**src/lmu_pkg.sv**
```systemverilog
// Purpose: shared constants and types for the lin mode uart engine
// Assumes: byte-wide register port with a 3-bit address
// Notes:   every offset, status and control bit position, baud and break reset value and threshold lives here
package lmu_pkg;

  // register addresses
  localparam logic [2:0] ADR_DATA    = 3'h0;  // write: transmit data, read: receive data
  localparam logic [2:0] ADR_STAT0   = 3'h1;
  localparam logic [2:0] ADR_CTRL0   = 3'h2;
  localparam logic [2:0] ADR_CTRL1_VIEW_SEL    = 3'h3;  // mode select for the shared control-1 address
  localparam logic [2:0] ADR_CTRL1   = 3'h4;
  localparam logic [2:0] ADR_BRKLEN  = 3'h5;  // [7:4] tx break length, [3:0] rx break length
  localparam logic [2:0] ADR_BAUD_HI = 3'h6;
  localparam logic [2:0] ADR_BAUD_LO = 3'h7;

  // view code that maps control-1 onto the lin control register
  localparam logic [2:0] VIEW_LIN = 3'h2;

  // status-0 bit positions
  localparam int STAT_RDA = 0;
  localparam int STAT_TDE = 1;
  localparam int STAT_TAE = 2;
  localparam int STAT_BRK = 3;
  localparam int STAT_OVR = 4;
  localparam int STAT_PLE = 5;
  localparam int STAT_FRM = 6;

  // control-0 bit positions
  localparam int C0_TXEN  = 7;
  localparam int C0_RXEN  = 6;
  localparam int C0_STOP2 = 2;
  localparam int C0_SEND_BREAK  = 0;

  // lin control bit positions
  localparam int C1_MST   = 7;
  localparam int C1_SLV   = 6;
  localparam int C1_AUTOBAUD_EN  = 5;
  localparam int C1_ST_LO = 0;

  // values after reset
  localparam logic [15:0] BAUD_RST   = 16'h0100;
  localparam logic [3:0]  TXBRK_RST  = 4'hD;     // thirteen bit times

  // break and wake-up thresholds in bit times
  localparam logic [4:0] BRK_WAIT_MIN = 5'h0B;
  localparam logic [4:0] BRK_ACT_MIN  = 5'h0A;
  localparam logic [4:0] WAKE_MIN     = 5'h03;
  localparam logic [4:0] LEN_SAT      = 5'h0F;
  localparam logic [4:0] LOW_SAT      = 5'h1F;

  // autobaud: falling edges after the first one, and prescaler top
  localparam logic [2:0]  AB_LAST_EDGE = 3'h3;
  localparam logic [2:0]  AB_PRE_MAX   = 3'h7;
  localparam logic [15:0] AB_CNT_MAX   = 16'hFFFF;

  typedef enum logic [1:0] {
    LMU_SLEEP    = 2'b00,
    LMU_WAIT_BRK = 2'b01,
    LMU_AUTOBAUD = 2'b10,
    LMU_ACTIVE   = 2'b11
  } lmu_lin_state_t;

  typedef enum logic [2:0] {
    TX_IDLE  = 3'b000,
    TX_BREAK = 3'b001,
    TX_DELIM = 3'b010,
    TX_START = 3'b011,
    TX_DATA  = 3'b100,
    TX_STOP  = 3'b101
  } lmu_tx_state_t;

  typedef enum logic [1:0] {
    RX_IDLE  = 2'b00,
    RX_START = 2'b01,
    RX_DATA  = 2'b10,
    RX_STOP  = 2'b11
  } lmu_rx_state_t;

endpackage : lmu_pkg

```
**src/lmu_bit_timer.sv**
```systemverilog
// Purpose: free bit-interval timer giving mid-bit and end-of-bit pulses
// Assumes: period_i is the full bit interval in system clocks, at least 2
// Notes:   holds at zero while restart_i is high
`timescale 1ns/10ps
`default_nettype none
module lmu_bit_timer #(
  parameter int CNT_W = 16
) (
  input  wire logic             sys_clk_i,
  input  wire logic             sys_rst_i,
  input  wire logic             restart_i,
  input  wire logic [CNT_W-1:0] period_i,
  output logic                  mid_o,
  output logic                  end_o
);

  typedef struct packed {
    logic [CNT_W-1:0] cnt;
  } lmu_tmr_t;

  lmu_tmr_t st_r;
  lmu_tmr_t st_nxt;

  // pulses decode the count only, so restart never loops back into them
  always_comb begin
    st_nxt = st_r;
    end_o  = (st_r.cnt == CNT_W'(period_i - CNT_W'(1)));
    mid_o  = (st_r.cnt == (period_i >> 1));
    if (restart_i || end_o) begin
      st_nxt.cnt = '0;
    end else begin
      st_nxt.cnt = CNT_W'(st_r.cnt + CNT_W'(1));
    end
  end

  // state register
  always_ff @(posedge sys_clk_i) begin
    if (sys_rst_i) begin
      st_r <= '0;
    end else begin
      st_r <= st_nxt;
    end
  end

endmodule : lmu_bit_timer
`default_nettype wire

```
**src/lmu_lin_engine.sv**
```systemverilog
// Purpose: lin protocol mode of a uart: break, wake-up, autobaud, slave states
// Assumes: rxd_i comes from the transceiver, unsynchronised
// Notes:   baud reload holds the full bit interval in system clocks
//
// Implementation choices: the plain strobed port and the address map.
`timescale 1ns/10ps
`default_nettype none
module lmu_lin_engine (
  input  wire logic       sys_clk_i,
  input  wire logic       sys_rst_i,
  input  wire logic [2:0] reg_addr_i,
  input  wire logic [7:0] reg_wdata_i,
  input  wire logic       reg_wr_i,
  input  wire logic       reg_rd_i,
  output logic      [7:0] reg_rdata_o,
  input  wire logic       rxd_i,
  output logic            txd_o
);

  typedef struct packed {
    logic                   rx_meta;
    logic                   rx_s;
    logic                   rx_d;
    logic                   tx_enable;
    logic                   rx_enable;
    logic                   stop2;
    logic                   send_break;
    logic [2:0]             ctrl1_view_sel;
    logic                   master_sel;
    logic                   slave_sel;
    logic                   autobaud_en;
    lmu_pkg::lmu_lin_state_t lin_fsm_state;
    logic [3:0]             tx_break_len;
    logic [3:0]             rx_break_len;
    logic [15:0]            baud;
    logic [7:0]             tx_hold;
    logic                   hold_full;
    logic                   tx_data_empty;
    lmu_pkg::lmu_tx_state_t tx_st;
    logic [7:0]             tx_sh;
    logic [3:0]             tx_bits;
    logic                   txd;
    lmu_pkg::lmu_rx_state_t rx_st;
    logic [7:0]             rx_sh;
    logic [2:0]             rx_bits;
    logic [7:0]             rx_data;
    logic                   rx_data_avail;
    logic                   break_detect_flag;
    logic                   ovr_flag;
    logic                   parity_err_flag;
    logic                   frm_flag;
    logic [4:0]             low_bits;
    logic                   ab_run;
    logic                   ab_halt;
    logic [2:0]             ab_edges;
    logic [2:0]             ab_pre;
    logic [15:0]            ab_cnt;
    logic [7:0]             rdata;
  } lmu_state_t;

  lmu_state_t st_r;
  lmu_state_t st_nxt;

  logic       tx_restart;
  logic       tx_mid;
  logic       tx_end;
  logic       rx_restart;
  logic       rx_mid;
  logic       low_restart;
  logic       low_end;
  logic       fall;
  logic       rise;
  logic       rx_on;
  logic       tx_all_empty;
  logic       lin_wr;
  logic [7:0] stat0;
  logic [3:0] brk_len;

  // transmit bit clock, parked while idle so a character starts on a full bit
  lmu_bit_timer #(.CNT_W(16)) u_tx_tmr (
    .sys_clk_i (sys_clk_i),
    .sys_rst_i (sys_rst_i),
    .restart_i (tx_restart),
    .period_i  (st_r.baud),
    .mid_o     (tx_mid),
    .end_o     (tx_end)
  );

  // receive sampling clock, aligned to the start-bit falling edge
  lmu_bit_timer #(.CNT_W(16)) u_rx_tmr (
    .sys_clk_i (sys_clk_i),
    .sys_rst_i (sys_rst_i),
    .restart_i (rx_restart),
    .period_i  (st_r.baud),
    .mid_o     (rx_mid),
    .end_o     ()
  );

  // low-period timer: counts bit times while the line is held low
  lmu_bit_timer #(.CNT_W(16)) u_low_tmr (
    .sys_clk_i (sys_clk_i),
    .sys_rst_i (sys_rst_i),
    .restart_i (low_restart),
    .period_i  (st_r.baud),
    .mid_o     (),
    .end_o     (low_end)
  );

  // line edges use only the second and third sync stages
  assign fall         = st_r.rx_d & ~st_r.rx_s;
  assign rise         = ~st_r.rx_d & st_r.rx_s;
  assign tx_restart   = (st_r.tx_st == lmu_pkg::TX_IDLE);
  assign rx_restart   = (st_r.rx_st == lmu_pkg::RX_IDLE);
  assign low_restart  = st_r.rx_s;
  assign rx_on        = st_r.rx_enable && (st_r.lin_fsm_state == lmu_pkg::LMU_ACTIVE);
  assign tx_all_empty = (st_r.tx_st == lmu_pkg::TX_IDLE) && !st_r.hold_full;
  assign lin_wr       = reg_wr_i && (reg_addr_i == lmu_pkg::ADR_CTRL1)
                        && (st_r.ctrl1_view_sel == lmu_pkg::VIEW_LIN);
  assign brk_len      = (st_r.low_bits > lmu_pkg::LEN_SAT) ? 4'hF : st_r.low_bits[3:0];
  assign txd_o        = st_r.txd;
  assign reg_rdata_o  = st_r.rdata;

  // status-0 view
  always_comb begin
    stat0                    = 8'h00;
    stat0[lmu_pkg::STAT_RDA] = st_r.rx_data_avail;
    stat0[lmu_pkg::STAT_TDE] = st_r.tx_data_empty;
    stat0[lmu_pkg::STAT_TAE] = tx_all_empty;
    stat0[lmu_pkg::STAT_BRK] = st_r.break_detect_flag;
    stat0[lmu_pkg::STAT_OVR] = st_r.ovr_flag;
    stat0[lmu_pkg::STAT_PLE] = st_r.parity_err_flag;
    stat0[lmu_pkg::STAT_FRM] = st_r.frm_flag;
  end

  // next state: software clears first, then hardware events, then software writes,
  // so a flag set by hardware survives a clear in the same cycle
  always_comb begin
    st_nxt         = st_r;
    st_nxt.rx_meta = rxd_i;
    st_nxt.rx_s    = st_r.rx_meta;
    st_nxt.rx_d    = st_r.rx_s;
    st_nxt.rdata   = 8'h00;

    // software clears
    if (reg_wr_i && reg_addr_i == lmu_pkg::ADR_STAT0) begin
      if (reg_wdata_i[lmu_pkg::STAT_BRK]) st_nxt.break_detect_flag = 1'b0;
      if (reg_wdata_i[lmu_pkg::STAT_OVR]) st_nxt.ovr_flag = 1'b0;
      if (reg_wdata_i[lmu_pkg::STAT_PLE]) st_nxt.parity_err_flag = 1'b0;
      if (reg_wdata_i[lmu_pkg::STAT_FRM]) st_nxt.frm_flag = 1'b0;
    end
    if (reg_rd_i && reg_addr_i == lmu_pkg::ADR_DATA) begin
      st_nxt.rx_data_avail = 1'b0;
    end
    if (reg_wr_i && reg_addr_i == lmu_pkg::ADR_DATA) begin
      st_nxt.tx_data_empty = 1'b0;
    end

    // transmitter
    case (st_r.tx_st)
      lmu_pkg::TX_IDLE: begin
        if (st_r.tx_enable && st_r.send_break) begin
          st_nxt.tx_st   = lmu_pkg::TX_BREAK;
          st_nxt.tx_bits = 4'h0;
        end else if (st_r.tx_enable && st_r.hold_full) begin
          st_nxt.tx_st     = lmu_pkg::TX_START;
          st_nxt.tx_sh     = st_r.tx_hold;
          st_nxt.hold_full = 1'b0;
        end
      end
      lmu_pkg::TX_START: begin
        if (tx_end) begin
          st_nxt.tx_data_empty = 1'b1;
          st_nxt.tx_st         = lmu_pkg::TX_DATA;
          st_nxt.tx_bits       = 4'h0;
        end
      end
      lmu_pkg::TX_DATA: begin
        if (tx_end) begin
          st_nxt.tx_sh   = {1'b0, st_r.tx_sh[7:1]};
          st_nxt.tx_bits = 4'(st_r.tx_bits + 4'h1);
          if (st_r.tx_bits == 4'h7) begin
            st_nxt.tx_st   = lmu_pkg::TX_STOP;
            st_nxt.tx_bits = 4'h0;
          end
        end
      end
      lmu_pkg::TX_STOP: begin
        if (tx_end) begin
          if (st_r.stop2 && st_r.tx_bits == 4'h0) begin
            st_nxt.tx_bits = 4'h1;
          end else if (st_r.send_break) begin
            st_nxt.tx_st   = lmu_pkg::TX_BREAK;
            st_nxt.tx_bits = 4'h0;
          end else if (st_r.hold_full) begin
            st_nxt.tx_st     = lmu_pkg::TX_START;
            st_nxt.tx_sh     = st_r.tx_hold;
            st_nxt.hold_full = 1'b0;
          end else begin
            st_nxt.tx_st = lmu_pkg::TX_IDLE;
          end
        end
      end
      lmu_pkg::TX_BREAK: begin
        if (tx_end) begin
          st_nxt.tx_bits = 4'(st_r.tx_bits + 4'h1);
          if (4'(st_r.tx_bits + 4'h1) >= st_r.tx_break_len) begin
            st_nxt.send_break = 1'b0;
            st_nxt.tx_st      = lmu_pkg::TX_DELIM;
          end
        end
      end
      lmu_pkg::TX_DELIM: begin
        if (tx_end) begin
          st_nxt.tx_st = lmu_pkg::TX_IDLE;
        end
      end
      default: st_nxt.tx_st = lmu_pkg::TX_IDLE;
    endcase

    // line level follows the next state so the pin is a clean flop output
    case (st_nxt.tx_st)
      lmu_pkg::TX_START: st_nxt.txd = 1'b0;
      lmu_pkg::TX_BREAK: st_nxt.txd = 1'b0;
      lmu_pkg::TX_DATA:  st_nxt.txd = st_nxt.tx_sh[0];
      default:           st_nxt.txd = 1'b1;
    endcase

    // loopback compare at bit centre; tolerates transceiver delay up to half a bit
    if (tx_mid && (st_r.tx_st == lmu_pkg::TX_START || st_r.tx_st == lmu_pkg::TX_DATA
                   || st_r.tx_st == lmu_pkg::TX_STOP) && (st_r.rx_s != st_r.txd)) begin
      st_nxt.parity_err_flag = 1'b1;
    end

    // receiver: a dropped enable or state change abandons any character
    if (!rx_on) begin
      st_nxt.rx_st = lmu_pkg::RX_IDLE;
    end else begin
      case (st_r.rx_st)
        lmu_pkg::RX_IDLE: begin
          if (fall) st_nxt.rx_st = lmu_pkg::RX_START;
        end
        lmu_pkg::RX_START: begin
          if (rx_mid) begin
            st_nxt.rx_st   = st_r.rx_s ? lmu_pkg::RX_IDLE : lmu_pkg::RX_DATA;
            st_nxt.rx_bits = 3'h0;
          end
        end
        lmu_pkg::RX_DATA: begin
          if (rx_mid) begin
            st_nxt.rx_sh   = {st_r.rx_s, st_r.rx_sh[7:1]};
            st_nxt.rx_bits = 3'(st_r.rx_bits + 3'h1);
            if (st_r.rx_bits == 3'h7) st_nxt.rx_st = lmu_pkg::RX_STOP;
          end
        end
        lmu_pkg::RX_STOP: begin
          if (rx_mid) begin
            st_nxt.rx_st = lmu_pkg::RX_IDLE;
            if (st_r.rx_s && st_r.rx_data_avail) begin
              st_nxt.ovr_flag = 1'b1;
            end else if (st_r.rx_s) begin
              st_nxt.rx_data       = st_r.rx_sh;
              st_nxt.rx_data_avail = 1'b1;
            end else if (st_r.rx_sh != 8'h00) begin
              st_nxt.frm_flag = 1'b1; // all-zero low stop is a break, left to the break timer
            end
          end
        end
        default: st_nxt.rx_st = lmu_pkg::RX_IDLE;
      endcase
    end

    // low-period length in bit times, saturating
    if (fall) begin
      st_nxt.low_bits = 5'h00;
    end else if (!st_r.rx_s && low_end && st_r.low_bits != lmu_pkg::LOW_SAT) begin
      st_nxt.low_bits = 5'(st_r.low_bits + 5'h01);
    end

    // break and wake-up judged when the line returns high
    if (rise) begin
      if (st_r.lin_fsm_state == lmu_pkg::LMU_SLEEP && st_r.low_bits >= lmu_pkg::WAKE_MIN) begin
        st_nxt.break_detect_flag = 1'b1;
        st_nxt.rx_break_len      = brk_len;
      end else if (st_r.slave_sel && st_r.lin_fsm_state == lmu_pkg::LMU_WAIT_BRK
                   && st_r.low_bits >= lmu_pkg::BRK_WAIT_MIN) begin
        st_nxt.break_detect_flag = 1'b1;
        st_nxt.rx_break_len      = brk_len;
        st_nxt.lin_fsm_state     = lmu_pkg::LMU_AUTOBAUD;
        st_nxt.ab_run            = 1'b0;
        st_nxt.ab_halt           = 1'b0;
      end else if (st_r.slave_sel && st_r.lin_fsm_state == lmu_pkg::LMU_ACTIVE
                   && st_r.low_bits >= lmu_pkg::BRK_ACT_MIN) begin
        st_nxt.break_detect_flag = 1'b1;
        st_nxt.rx_break_len      = brk_len;
        st_nxt.lin_fsm_state     = lmu_pkg::LMU_AUTOBAUD;
        st_nxt.ab_run            = 1'b0;
        st_nxt.ab_halt           = 1'b0;
      end
    end

    // autobaud: start bit edge to bit 7 edge of the synch byte is eight bit times;
    // counting in eighths makes the final count the bit interval directly
    if (st_r.lin_fsm_state == lmu_pkg::LMU_AUTOBAUD && !st_r.ab_halt) begin
      if (fall && !st_r.ab_run) begin
        st_nxt.ab_run   = 1'b1;
        st_nxt.ab_edges = 3'h0;
        st_nxt.ab_pre   = 3'h1; // count the edge cycle
        st_nxt.ab_cnt   = 16'h0000;
      end else if (fall && st_r.ab_edges == lmu_pkg::AB_LAST_EDGE) begin
        st_nxt.ab_run        = 1'b0;
        st_nxt.lin_fsm_state = lmu_pkg::LMU_ACTIVE;
        if (st_r.autobaud_en) st_nxt.baud = st_r.ab_cnt;
      end else if (st_r.ab_run) begin
        if (fall) st_nxt.ab_edges = 3'(st_r.ab_edges + 3'h1);
        st_nxt.ab_pre = 3'(st_r.ab_pre + 3'h1);
        if (st_r.ab_pre == lmu_pkg::AB_PRE_MAX) begin
          if (st_r.ab_cnt == lmu_pkg::AB_CNT_MAX) begin
            st_nxt.ovr_flag = 1'b1;
            st_nxt.ab_run   = 1'b0;
            st_nxt.ab_halt  = 1'b1; // wait for software to restart the slave
          end else begin
            st_nxt.ab_cnt = 16'(st_r.ab_cnt + 16'h0001);
          end
        end
      end
    end

    // software writes; state field writes override hardware advances
    if (reg_wr_i) begin
      if (reg_addr_i == lmu_pkg::ADR_DATA) begin
        st_nxt.tx_hold   = reg_wdata_i;
        st_nxt.hold_full = 1'b1;
      end else if (reg_addr_i == lmu_pkg::ADR_CTRL0) begin
        st_nxt.tx_enable = reg_wdata_i[lmu_pkg::C0_TXEN];
        st_nxt.rx_enable = reg_wdata_i[lmu_pkg::C0_RXEN];
        st_nxt.stop2     = reg_wdata_i[lmu_pkg::C0_STOP2];
        if (reg_wdata_i[lmu_pkg::C0_SEND_BREAK]) st_nxt.send_break = 1'b1;
      end else if (reg_addr_i == lmu_pkg::ADR_CTRL1_VIEW_SEL) begin
        st_nxt.ctrl1_view_sel = reg_wdata_i[2:0];
      end else if (lin_wr) begin
        st_nxt.master_sel    = reg_wdata_i[lmu_pkg::C1_MST];
        st_nxt.slave_sel     = reg_wdata_i[lmu_pkg::C1_SLV];
        st_nxt.autobaud_en   = reg_wdata_i[lmu_pkg::C1_AUTOBAUD_EN];
        st_nxt.lin_fsm_state = lmu_pkg::lmu_lin_state_t'(reg_wdata_i[lmu_pkg::C1_ST_LO +: 2]);
        st_nxt.ab_run        = 1'b0;
        st_nxt.ab_halt       = 1'b0;
      end else if (reg_addr_i == lmu_pkg::ADR_BRKLEN) begin
        st_nxt.tx_break_len = reg_wdata_i[7:4];
      end else if (reg_addr_i == lmu_pkg::ADR_BAUD_HI) begin
        st_nxt.baud[15:8] = reg_wdata_i;
      end else if (reg_addr_i == lmu_pkg::ADR_BAUD_LO) begin
        st_nxt.baud[7:0] = reg_wdata_i;
      end
    end

    // read data, valid only in the cycle after the strobe
    if (reg_rd_i) begin
      if (reg_addr_i == lmu_pkg::ADR_DATA) begin
        st_nxt.rdata = st_r.rx_data;
      end else if (reg_addr_i == lmu_pkg::ADR_STAT0) begin
        st_nxt.rdata = stat0;
      end else if (reg_addr_i == lmu_pkg::ADR_CTRL0) begin
        st_nxt.rdata = {st_r.tx_enable, st_r.rx_enable, 3'h0, st_r.stop2, 1'b0, st_r.send_break};
      end else if (reg_addr_i == lmu_pkg::ADR_CTRL1_VIEW_SEL) begin
        st_nxt.rdata = {5'h00, st_r.ctrl1_view_sel};
      end else if (reg_addr_i == lmu_pkg::ADR_CTRL1) begin
        if (st_r.ctrl1_view_sel == lmu_pkg::VIEW_LIN) begin
          st_nxt.rdata = {st_r.master_sel, st_r.slave_sel, st_r.autobaud_en, 3'h0, st_r.lin_fsm_state};
        end
      end else if (reg_addr_i == lmu_pkg::ADR_BRKLEN) begin
        st_nxt.rdata = {st_r.tx_break_len, st_r.rx_break_len};
      end else if (reg_addr_i == lmu_pkg::ADR_BAUD_HI) begin
        st_nxt.rdata = st_r.baud[15:8];
      end else begin
        st_nxt.rdata = st_r.baud[7:0];
      end
    end
  end

  // state register; sync stages reset to the idle-high line level
  always_ff @(posedge sys_clk_i) begin
    if (sys_rst_i) begin
      st_r               <= '0;
      st_r.rx_meta       <= 1'b1;
      st_r.rx_s          <= 1'b1;
      st_r.rx_d          <= 1'b1;
      st_r.txd           <= 1'b1;
      st_r.tx_data_empty <= 1'b1;
      st_r.baud          <= lmu_pkg::BAUD_RST;
      st_r.tx_break_len  <= lmu_pkg::TXBRK_RST;
      st_r.lin_fsm_state <= lmu_pkg::LMU_SLEEP;
    end else begin
      st_r <= st_nxt;
    end
  end

endmodule : lmu_lin_engine
`default_nettype wire

```
**config.mk**
```make
export PLATFORM = sky130hd
export DESIGN_NAME = lmu_lin_engine
export DESIGN_NICKNAME = d
export VERILOG_FILES = /design/src/lmu_pkg.sv /design/src/lmu_bit_timer.sv /design/src/lmu_lin_engine.sv
export SDC_FILE = /design/constraint.sdc
export NUM_CORES = 1
export LEC_CHECK = 0
export BUFFER_PORTS_ARGS = -buffer_cell sky130_fd_sc_hd__buf_2
export CORE_ASPECT_RATIO = 1.75
export CORE_MARGIN = 2
export CORE_UTILIZATION = 40
export DETAILED_ROUTE_END_ITERATION = 7
export GPL_ROUTABILITY_DRIVEN = 0
export MAX_ROUTING_LAYER = met4
export PLACE_DENSITY = 0.55
export SYNTH_ARGS = -nofsm -noshare
export SYNTH_HDL_FRONTEND = slang
export SYNTH_SLANG_ARGS = --single-unit
```
**constraint.sdc**
```tcl
create_clock -name sys_clk_i -period 5 [get_ports sys_clk_i]
set_input_delay 0.5 -clock sys_clk_i [delete_from_list [all_inputs] [get_ports sys_clk_i]]
set_output_delay 0.5 -clock sys_clk_i [all_outputs]
set_load 0.01 [all_outputs]
```
==> results.toml, run 1 <==
[floorplan]
rows = 75
io-pin-count = 25
die_area_um2 = 25500
floorplan.initialDensity = 0.405
core_area_um2 = 23900
die_w_um = 122
die_h_um = 210

[drt]
via_per_inst = 5.51
drc = 0
wl_per_cell_um = 18.7
drt_iter0_markers = 543
drtAntennaViolNets = 0
routed_wl_um = 27700
via_count = 8156
firstDrtPassIters = 7

[critical_path]
cp.arrival_ns = 4.90
crit_chain = "inv_1 > ha_1 > xnor2_1 > or4_1 > or4_1 > or4_1 > or4b_4 > or4_4 > a21boi_1 > a221oi_2"
worstSetupPathType = "reg2reg"
crit_path_top_delay_cell = "or4b_4"
crit_top_cell = "or4_1"
critPathLaunchType = "flip-flop"
max_stage_delay_ns = 0.71
cp_max_fo = 12
cp.required_ns = 5.37
end_kind = "flip-flop"

[timing]
skew_ns = 0.0105
period_share = 0.907
setup_violations = 0
slew-limit-headroom = 0.229
worst_pin_slew_ns = 1.15
hold_slack_ns = 0.240
post-route-worst-setup-slack_ns = 0.465
drv_slew = 0
fmax_mhz = 220
setup_tns_ns = 0
rsz0062_at_grt = "no"
finalHoldViolations = 0
fin_crit_ns = 4.54

[cts]
post_cts.repair.setup_buffers = 0
ctsHoldBuffers = 0
cts_buffer_depth = 2
post_cts_resized = 0
cts_tree = "yes"
clk_latency_ns = 0.45
path_clk_slew_ns = 0.07
cts_made_buffers = 17
htree_num_levels = 4
cts.sinks = 176
root_buffer = "clkbuf_16"

[synthesis]
synth_area_per_cell_um2 = 8.17
yosys.area_share.simple = 0.259
synth_ff_type = "dfxtp_1"
postSynthCellCount = 1185
ys_ff_latch = 176
yosys_warnings = 0
synth-compound-area-share = 0.115
async_reset_ff_frac = 0
synth_cell_types = 73
synth_sequential_area_ratio = 0.364
synth_top_family_by_area = "simple AND/OR/NAND/NOR gates"
synth_edf_count = 0
syn_nets = 1222
synth_area_um2 = 9680
yosys.area_share.adder = 0.0271
synth_mux_area_frac = 0.0394
post_synth_xor_area_fraction = 0.146

[global_routing]
grt_pass1_wl_um = 43800
grt_overflow_total = 0
grt_max_degree = 49
grt_use_met3 = 0.0375
grtUsageMet1 = 0.246
antenna_found_initial = 0
grt_use_total = 0.233
top_usage_layer = "met2"
grt_pass1_vias = 7954
gr-usage-met2 = 0.410

[power_and_ir_drop]
leakagePower_uw = 0.00396
ir_drop_v = 0.000203
power.density_nw_per_um2 = 286

[final_layout]
fin_area_um2 = 10500
fillers = 2512
n_antenna_cell = 0
synthToLayoutAreaGrowth_pct = 8.61
drive_above_1_share = 0.0793
nets = 1198

[placed_design]
io_buffers = 24
dpl_worst_slack_ns = 0.494
dpl_cell_area_um2 = 9940
hpwlAfterDp_um = 21000

[hold_path]
hold_class = "in2reg"

[outcome]
status = "finished, final reports clean"

[flow_run]
max_cap_viol_count = 0
==> cell usage after synthesis, drive strengths merged, types with 7 or more instances <==
master | count | area, um2
buf | 18 | 124
nor4 | 20 | 125
mux2i | 28 | 280
xnor2 | 78 | 691
nor2b | 13 | 81.3
or4 | 9 | 71.3
mux2 | 7 | 78.8
o21ai | 19 | 95.1
nor2 | 195 | 732
nand3 | 63 | 315
ha | 21 | 263
clkbuf | 66 | 258
xor2 | 70 | 613
nand2b | 11 | 68.8
a22oi | 13 | 97.6
or3 | 10 | 62.6
inv | 25 | 93.8
nand4 | 18 | 113
nand2 | 111 | 417
nor3 | 25 | 141
and3 | 22 | 138
a311oi | 15 | 131
a211oi | 10 | 75.1
dfxtp | 176 | 3520
a21oi | 57 | 285
==> per-layer routing <==
metal	vias up	routed length, um
met3	73	894
met4	0	1370
met2	178	14600
met5	-	0
li1	4042	-
met1	3863	10800
==> through the flow <==
step | instances | utilization | total power, uW
after floorplan | 1185 | - | 1640
after global placement | 1450 | 0.416 | 1720
after detailed placement | 1450 | 0.416 | 1720
after CTS | 1481 | 0.439 | 3050
after global routing | 1481 | 0.439 | 3130
final | 1481 | 0.439 | 3010
==> worst paths after layout <==
kind	cells after the start	slack (ns)	from	end
setup / recovery	10	0.46	st_r[90]	st_r[77]
hold / removal	2	0.24	rxd_i	st_nxt[126]
setup reg to reg	10	0.46	st_r[90]	st_r[77]
hold reg to reg	1	0.42	st_nxt[126]	low_restart
==> layout make-up <==
class                   count  area, um2  area share
inverters                  26       97.6     0.00928
clock buffers              21        470      0.0447
repair buffers             41        250      0.0238
multi-input cells         899       5690       0.541
flip-flops and latches    176       3520       0.335
well taps                 308        385      0.0366
clock inverters            10        103     0.00976
==> layout by cell type, fill, tap and decap left out, drive strengths merged, types with 18 or more instances in the layout <==
| master | netlist | routed |
|---|---|---|
| a21oi | 57 | 57 |
| nand4 | 18 | 18 |
| buf | 18 | 41 |
| clkbuf | 66 | 21 |
| nor3 | 25 | 25 |
| nand2 | 111 | 111 |
| nor4 | 20 | 20 |
| inv | 25 | 28 |
| ha | 21 | 21 |
| dfxtp | 176 | 176 |
| nor2 | 195 | 195 |
| nand3 | 63 | 63 |
| and3 | 22 | 22 |
| o21ai | 19 | 19 |
| xor2 | 70 | 70 |
| xnor2 | 78 | 78 |
| mux2i | 28 | 28 |
==> where the power goes <==
part | switching (uW) | internal [uW] | total [uW]
Sequential | 23.1 | 1420 | 1440
Combinational | 160 | 96.3 | 256
Clock | 590 | 729 | 1320
Total | 773 | 2240 | 3010
==> logic make-up after synthesis <==
group | after synthesis
buffers and inverters | 110
adders and majority gates | 21
and+or+nand+nor | 527
DFF | 176
muxes | 36
xor gates and xnor gates | 153
AOI/OAI and AO/OA | 162
==> worst max-delay path, delay by kind of cell, from the launching register on <==
kind / cells / cell delay (ns)
AO/OA/AOI/OAI: 2 / 0.39
AND/OR/NAND/NOR: 5 / 2.93
adder cells (fa/ha/maj): 1 / 0.35
buffers and inverters: 1 / 0.08
flip-flops: 1 / 0.53
XOR/XNOR: 1 / 0.15
==> state kept, by name, indices dropped and copies added, names as in the netlist <==
signal,count
low_restart,1
reg_rdata_o,8
st_nxt,1
st_r,117
txd_o,1
u_low_tmr.st_r,16
u_rx_tmr.st_r,16
u_tx_tmr.st_r,16
Note: power is estimated with default switching activity, not from simulation.
==> run 2, diff against run 1 <==
--- a/config.mk
+++ b/config.mk
@@ -7,12 +7,12 @@
 export LEC_CHECK = 0
 export BUFFER_PORTS_ARGS = -buffer_cell sky130_fd_sc_hd__buf_2
 export CORE_ASPECT_RATIO = 1.75
-export CORE_MARGIN = 2
 export CORE_UTILIZATION = 40
 export DETAILED_ROUTE_END_ITERATION = 7
 export GPL_ROUTABILITY_DRIVEN = 0
 export MAX_ROUTING_LAYER = met4
 export PLACE_DENSITY = 0.55
+export REMOVE_ABC_BUFFERS = 1
 export SYNTH_ARGS = -nofsm -noshare
 export SYNTH_HDL_FRONTEND = slang
 export SYNTH_SLANG_ARGS = --single-unit
==> run 2 against run 1 <==
The run now ends with DRC left. Sequential cell count did not move. Worst setup slack improved by 0.21 ns. Clock skew fell by 0.0035 ns. Die area fell by 2.6%. Hold slack got worse by 0.014 ns. Design area fell by 0.19%.
==> results.toml, run 2 (same netlist as run 1, synthesis figures left out) <==
[outcome]
violations = "DRC"
status = "finished, violations left"

[final_layout]
synthToLayoutAreaGrowth_pct = 8.40
top_register = "st_r"
drive_above_1_share = 0.0738
layout_common_cells = "nor2_1 (195), dfxtp_1 (176), nand2_1 (111)"
final_cells = 1475
nets = 1190
mostFrequentLayoutCell = "nor2_1"
largest_reg_flops = 117

[placed_design]
dpl.cell_count = 1442
dpl_worst_slack_ns = 0.713
io_buffers = 24
hpwlAfterDp_um = 20400

[floorplan]
floorplan.initialDensity = 0.406
die_area_um2 = 24900
die_w_um = 120
die_h_um = 208
rows = 75
core_area_um2 = 23800
io-pin-count = 25

[critical_path]
end_kind = "flip-flop"
crit_family = "simple AND/OR/NAND/NOR gates"
path_depth = 11
cp.arrival_ns = 4.70
crit_top_cell = "or4_1"
crit_chain = "inv_1 > ha_1 > xnor2_2 > xnor2_1 > or4_1 > or4_1 > or4_1 > or4b_4 > or4_4 > a21boi_1 > a221oi_2"
cp_max_fo = 12
critPathLaunchType = "flip-flop"
ff2ff_path_depth = 11
crit_path_top_delay_cell = "or4b_4"
crit_buf_inv = 1
cp.required_ns = 5.37
max_stage_delay_ns = 0.67
worstSetupPathType = "reg2reg"

[timing]
rsz0062_at_grt = "no"
setup_violations = 0
slew-limit-headroom = 0.256
skew_ns = 0.00706
fin_crit_ns = 4.32
drv_slew = 0
finalHoldViolations = 0
post-route-worst-setup-slack_ns = 0.676
period_share = 0.865
hold_slack_ns = 0.226
fmax_mhz = 231
setup_tns_ns = 0
worst_pin_slew_ns = 1.11

[global_routing]
antenna_found_initial = 1
grt_use_total = 0.240
grt_overflow_total = 0
grt_pass1_vias = 8180
grt_pass1_wl_um = 44300
grt_max_degree = 55

[drt]
via_count = 8135
wl_per_cell_um = 18.6
routed_wl_um = 27400
drtAntennaViolNets = 0
firstDrtPassIters = 7
via_per_inst = 5.52
drt_iter0_markers = 473
drc = 2

[power_and_ir_drop]
power.density_nw_per_um2 = 295
leakagePower_uw = 0.00393
ir_drop_v = 0.000220

[hold_path]
hold_class = "in2reg"
hold_path_depth = 2

[cts]
path_clk_slew_ns = 0.07
cts.sinks = 176
cts_tree = "yes"
clk_latency_ns = 0.46
root_buffer = "clkbuf_16"
ctsHoldBuffers = 0
cts_buffer_depth = 2
post_cts_resized = 0
post_cts.repair.setup_buffers = 0
cts_made_buffers = 17
htree_num_levels = 4

[flow_run]
max_cap_viol_count = 0
## run 2: routing by layer
layer / GRT usage / share of wire / up-vias
li1: - / - / 4032
met2: 0.414 / 0.52 / 204
met1: 0.246 / 0.39 / 3814
met3: 0.0462 / 0.033 / 85
met4: 0.153 / 0.055 / 0
met5: - / 0 / -
## run 2: final timing paths
check	startpoint	end	slack [ns]
hold reg to reg	st_nxt[126]	low_restart	0.41
hold / removal	rxd_i	st_nxt[126]	0.23
setup reg to reg	st_r[90]	st_r[77]	0.68
setup / recovery	st_r[90]	st_r[77]	0.68
## run 2: power by group
| group | total (uW) | switching, uW | internal, uW |
|---|---|---|---|
| sequential | 1440 | 27.9 | 1410 |
| clock | 1400 | 610 | 794 |
| combinational | 246 | 154 | 91.6 |
| total | 3090 | 792 | 2300 |
## run 2: layout make-up
type	count	area, um2
clock buffer	18	429
fill	2486	13300
antenna	1	2.50
timing repair buffer	33	190
sequential	176	3520
tap	308	385
inverter	26	97.6
clock inverter	14	181
multi-input combinational	899	5690
## run 2: metrics by stage
step                total power, uW   util  area (um2)
finish                         3090  0.440       10500
global placement               1720  0.415        9880
floorplan                      1620      -        9300
CTS                            3130  0.440       10500
detailed placement             1720  0.415        9880
global route                   3200  0.440       10500
==> run 3, diff against run 2 <==
--- a/config.mk
+++ b/config.mk
@@ -12,7 +12,9 @@
 export GPL_ROUTABILITY_DRIVEN = 0
 export MAX_ROUTING_LAYER = met4
 export PLACE_DENSITY = 0.55
+export RECOVER_POWER = 25
 export REMOVE_ABC_BUFFERS = 1
 export SYNTH_ARGS = -nofsm -noshare
 export SYNTH_HDL_FRONTEND = slang
+export SYNTH_HIERARCHICAL = 1
 export SYNTH_SLANG_ARGS = --single-unit
==> run 3 against run 2 <==
The run ends with capacitance limit, slew limit left. Area after synthesis grew 8.3%. Die area grew 8.2%. Hold slack gained 0.0045 ns.
==> results.toml, run 3 <==
[drt]
drc = 0
routed_wl_um = 28900
drt_iter0_markers = 454
wl_per_cell_um = 18.4
drtAntennaViolNets = 0
via_count = 9005
via_per_inst = 5.72
firstDrtPassIters = 5

[outcome]
status = "finished, violations left"
violations = "capacitance limit, slew limit"

[hold_path]
hold_path_depth = 2
hold_class = "in2reg"
min_from = "rxd_i"
whs_endpoint = "st_nxt[126]"

[power_and_ir_drop]
power_frac_comb = 0.074
p_int_uw = 2250
power.share.sequential = 0.478
leakagePower_uw = 0.00413
p_sw_uw = 769
power.total_uw = 3020
ir_drop_v = 0.000315
power.density_nw_per_um2 = 268
swShare = 0.255
power_frac_clock = 0.448

[placed_design]
dpl.cell_count = 1542
io_buffers = 24
hpwlAfterDp_um = 21000

[critical_path]
cp.arrival_ns = 4.34
cp.required_ns = 5.30
end_kind = "flip-flop"
r2r-start = "st_r[91]"
cp_max_fo = 53
regToRegEndpoint = "st_r[66]"
r2r_setup_slack_ns = 1.12
ff2ff_path_depth = 11
worstSetupPathType = "in2reg"
critPathLaunchType = "input port"

[floorplan]
floorplan.initialDensity = 0.406
core_area_um2 = 25900
die_w_um = 124
die_h_um = 216
die_area_um2 = 26900
io-pin-count = 25
rows = 78

[final_layout]
n_antenna_cell = 0
nets = 1280
top_register = "st_r"
synthToLayoutAreaGrowth_pct = 7.33
fillers = 2609
final_cells = 1573
drive_above_1_share = 0.0782
mostFrequentLayoutCell = "dfxtp_1"
layout_common_cells = "dfxtp_1 (176), nor2_1 (150), nand2_1 (96)"
largest_reg_flops = 117

[global_routing]
grt_use_total = 0.225
antenna_found_initial = 0
grt_pass1_wl_um = 46700
grt_pass1_vias = 8853
grt_overflow_total = 0
grt_max_degree = 54

[timing]
setup_tns_ns = 0
fmax_mhz = 247
worst_pin_slew_ns = 2.36
period_share = 0.808
skew_ns = 0.00792
slew-limit-headroom = -0.572
finalHoldViolations = 0
fin_crit_ns = 4.04
rsz0062_at_grt = "no"
setup_violations = 0
drv_slew = 120

[cts]
cts_made_buffers = 17
post_cts.repair.setup_buffers = 0
htree_num_levels = 4
cts.sinks = 176
clk_latency_ns = 0.45
ctsHoldBuffers = 0
path_clk_slew_ns = 0.07
cts_tree = "yes"
root_buffer = "clkbuf_16"
cts_buffer_depth = 2
post_cts_resized = 0

[flow_run]
max_cap_viol_count = 3

[synthesis]
yosys_warnings = 6
postSynthCellCount = 1273
synth_area_um2 = 10500
synth_area_per_cell_um2 = 8.24
## run 3: cell types whose count changed in the layout (fill, tap and decap cells not counted), moves of 15 or more
cell / previous run / this run
nand2_1: 111 / 96
o21ai_0: 18 / 51
nand3_1: 63 / 44
nor2_1: 195 / 150
mux2i_1: 28 / 64
nand4_1: 18 / 35
a21oi_1: 57 / 81
inv_1: 25 / 41
## run 3: per-stage QoR
step / area (um2) / hold WS, ns / utilization / setup WS [ns]
2_1_floorplan: 10100 / 0.389 / - / 0.599
3_3_place_gp: 10700 / 0.393 / 0.414 / 1.17
3_5_place_dp: 10700 / 0.395 / 0.414 / 1.15
4_1_cts: 11300 / 0.216 / 0.436 / 1.13
5_1_grt: 11300 / 0.220 / 0.435 / 0.631
6_report: 11300 / 0.230 / 0.435 / 0.959
## run 3: area by class of cell
| class | instances | area, um2 | share of cell area |
|---|---|---|---|
| Clock inverter | 12 | 133 | 0.0118 |
| Tap cell | 320 | 400 | 0.0356 |
| Timing Repair Buffer | 38 | 208 | 0.0184 |
| Clock buffer | 19 | 443 | 0.0393 |
| Sequential cell | 176 | 3520 | 0.313 |
| Multi-Input combinational cell | 967 | 6400 | 0.568 |
| Inverter | 41 | 154 | 0.0137 |
## run 3: how the worst max path moves through the flow
| stage | from | slack [ns] | endpoint |
|---|---|---|---|
| detailed placement | st_r[96] | 1.15 | st_r[35] |
| CTS | st_r[94] | 1.13 | st_r[66] |
| floorplan | st_r[95] | 0.60 | st_r[66] |
| global route | sys_rst_i | 0.63 | u_rx_tmr/st_r[9] |
| finish | sys_rst_i | 0.96 | u_rx_tmr/st_r[7] |
| global placement | st_r[94] | 1.17 | st_r[66] |
## run 3: routing by layer
layer / GRT usage / share of wire / routed length (um)
met1: 0.233 / 0.40 / 11500
met2: 0.413 / 0.54 / 15600
met3: 0.0309 / 0.027 / 776
met4: 0.113 / 0.037 / 1080
met5: - / 0 / 0
## run 3: critical path, cell delays in order
cell      delay (ns)
clkbuf_1        1.15
clkbuf_1        1.75
nor2_1          0.42
o41ai_4         0.34
nor2_1          0.11
## run 3: power groups by stage
stage | Sequential (uW) | Clock [uW] | Combinational, uW
after CTS | 1440 | 1390 | 224
after floorplan | 1470 | 0 | 137
after global placement | 1470 | 0 | 221
final | 1440 | 1350 | 224
after global routing | 1440 | 1430 | 245
after detailed placement | 1470 | 0 | 222
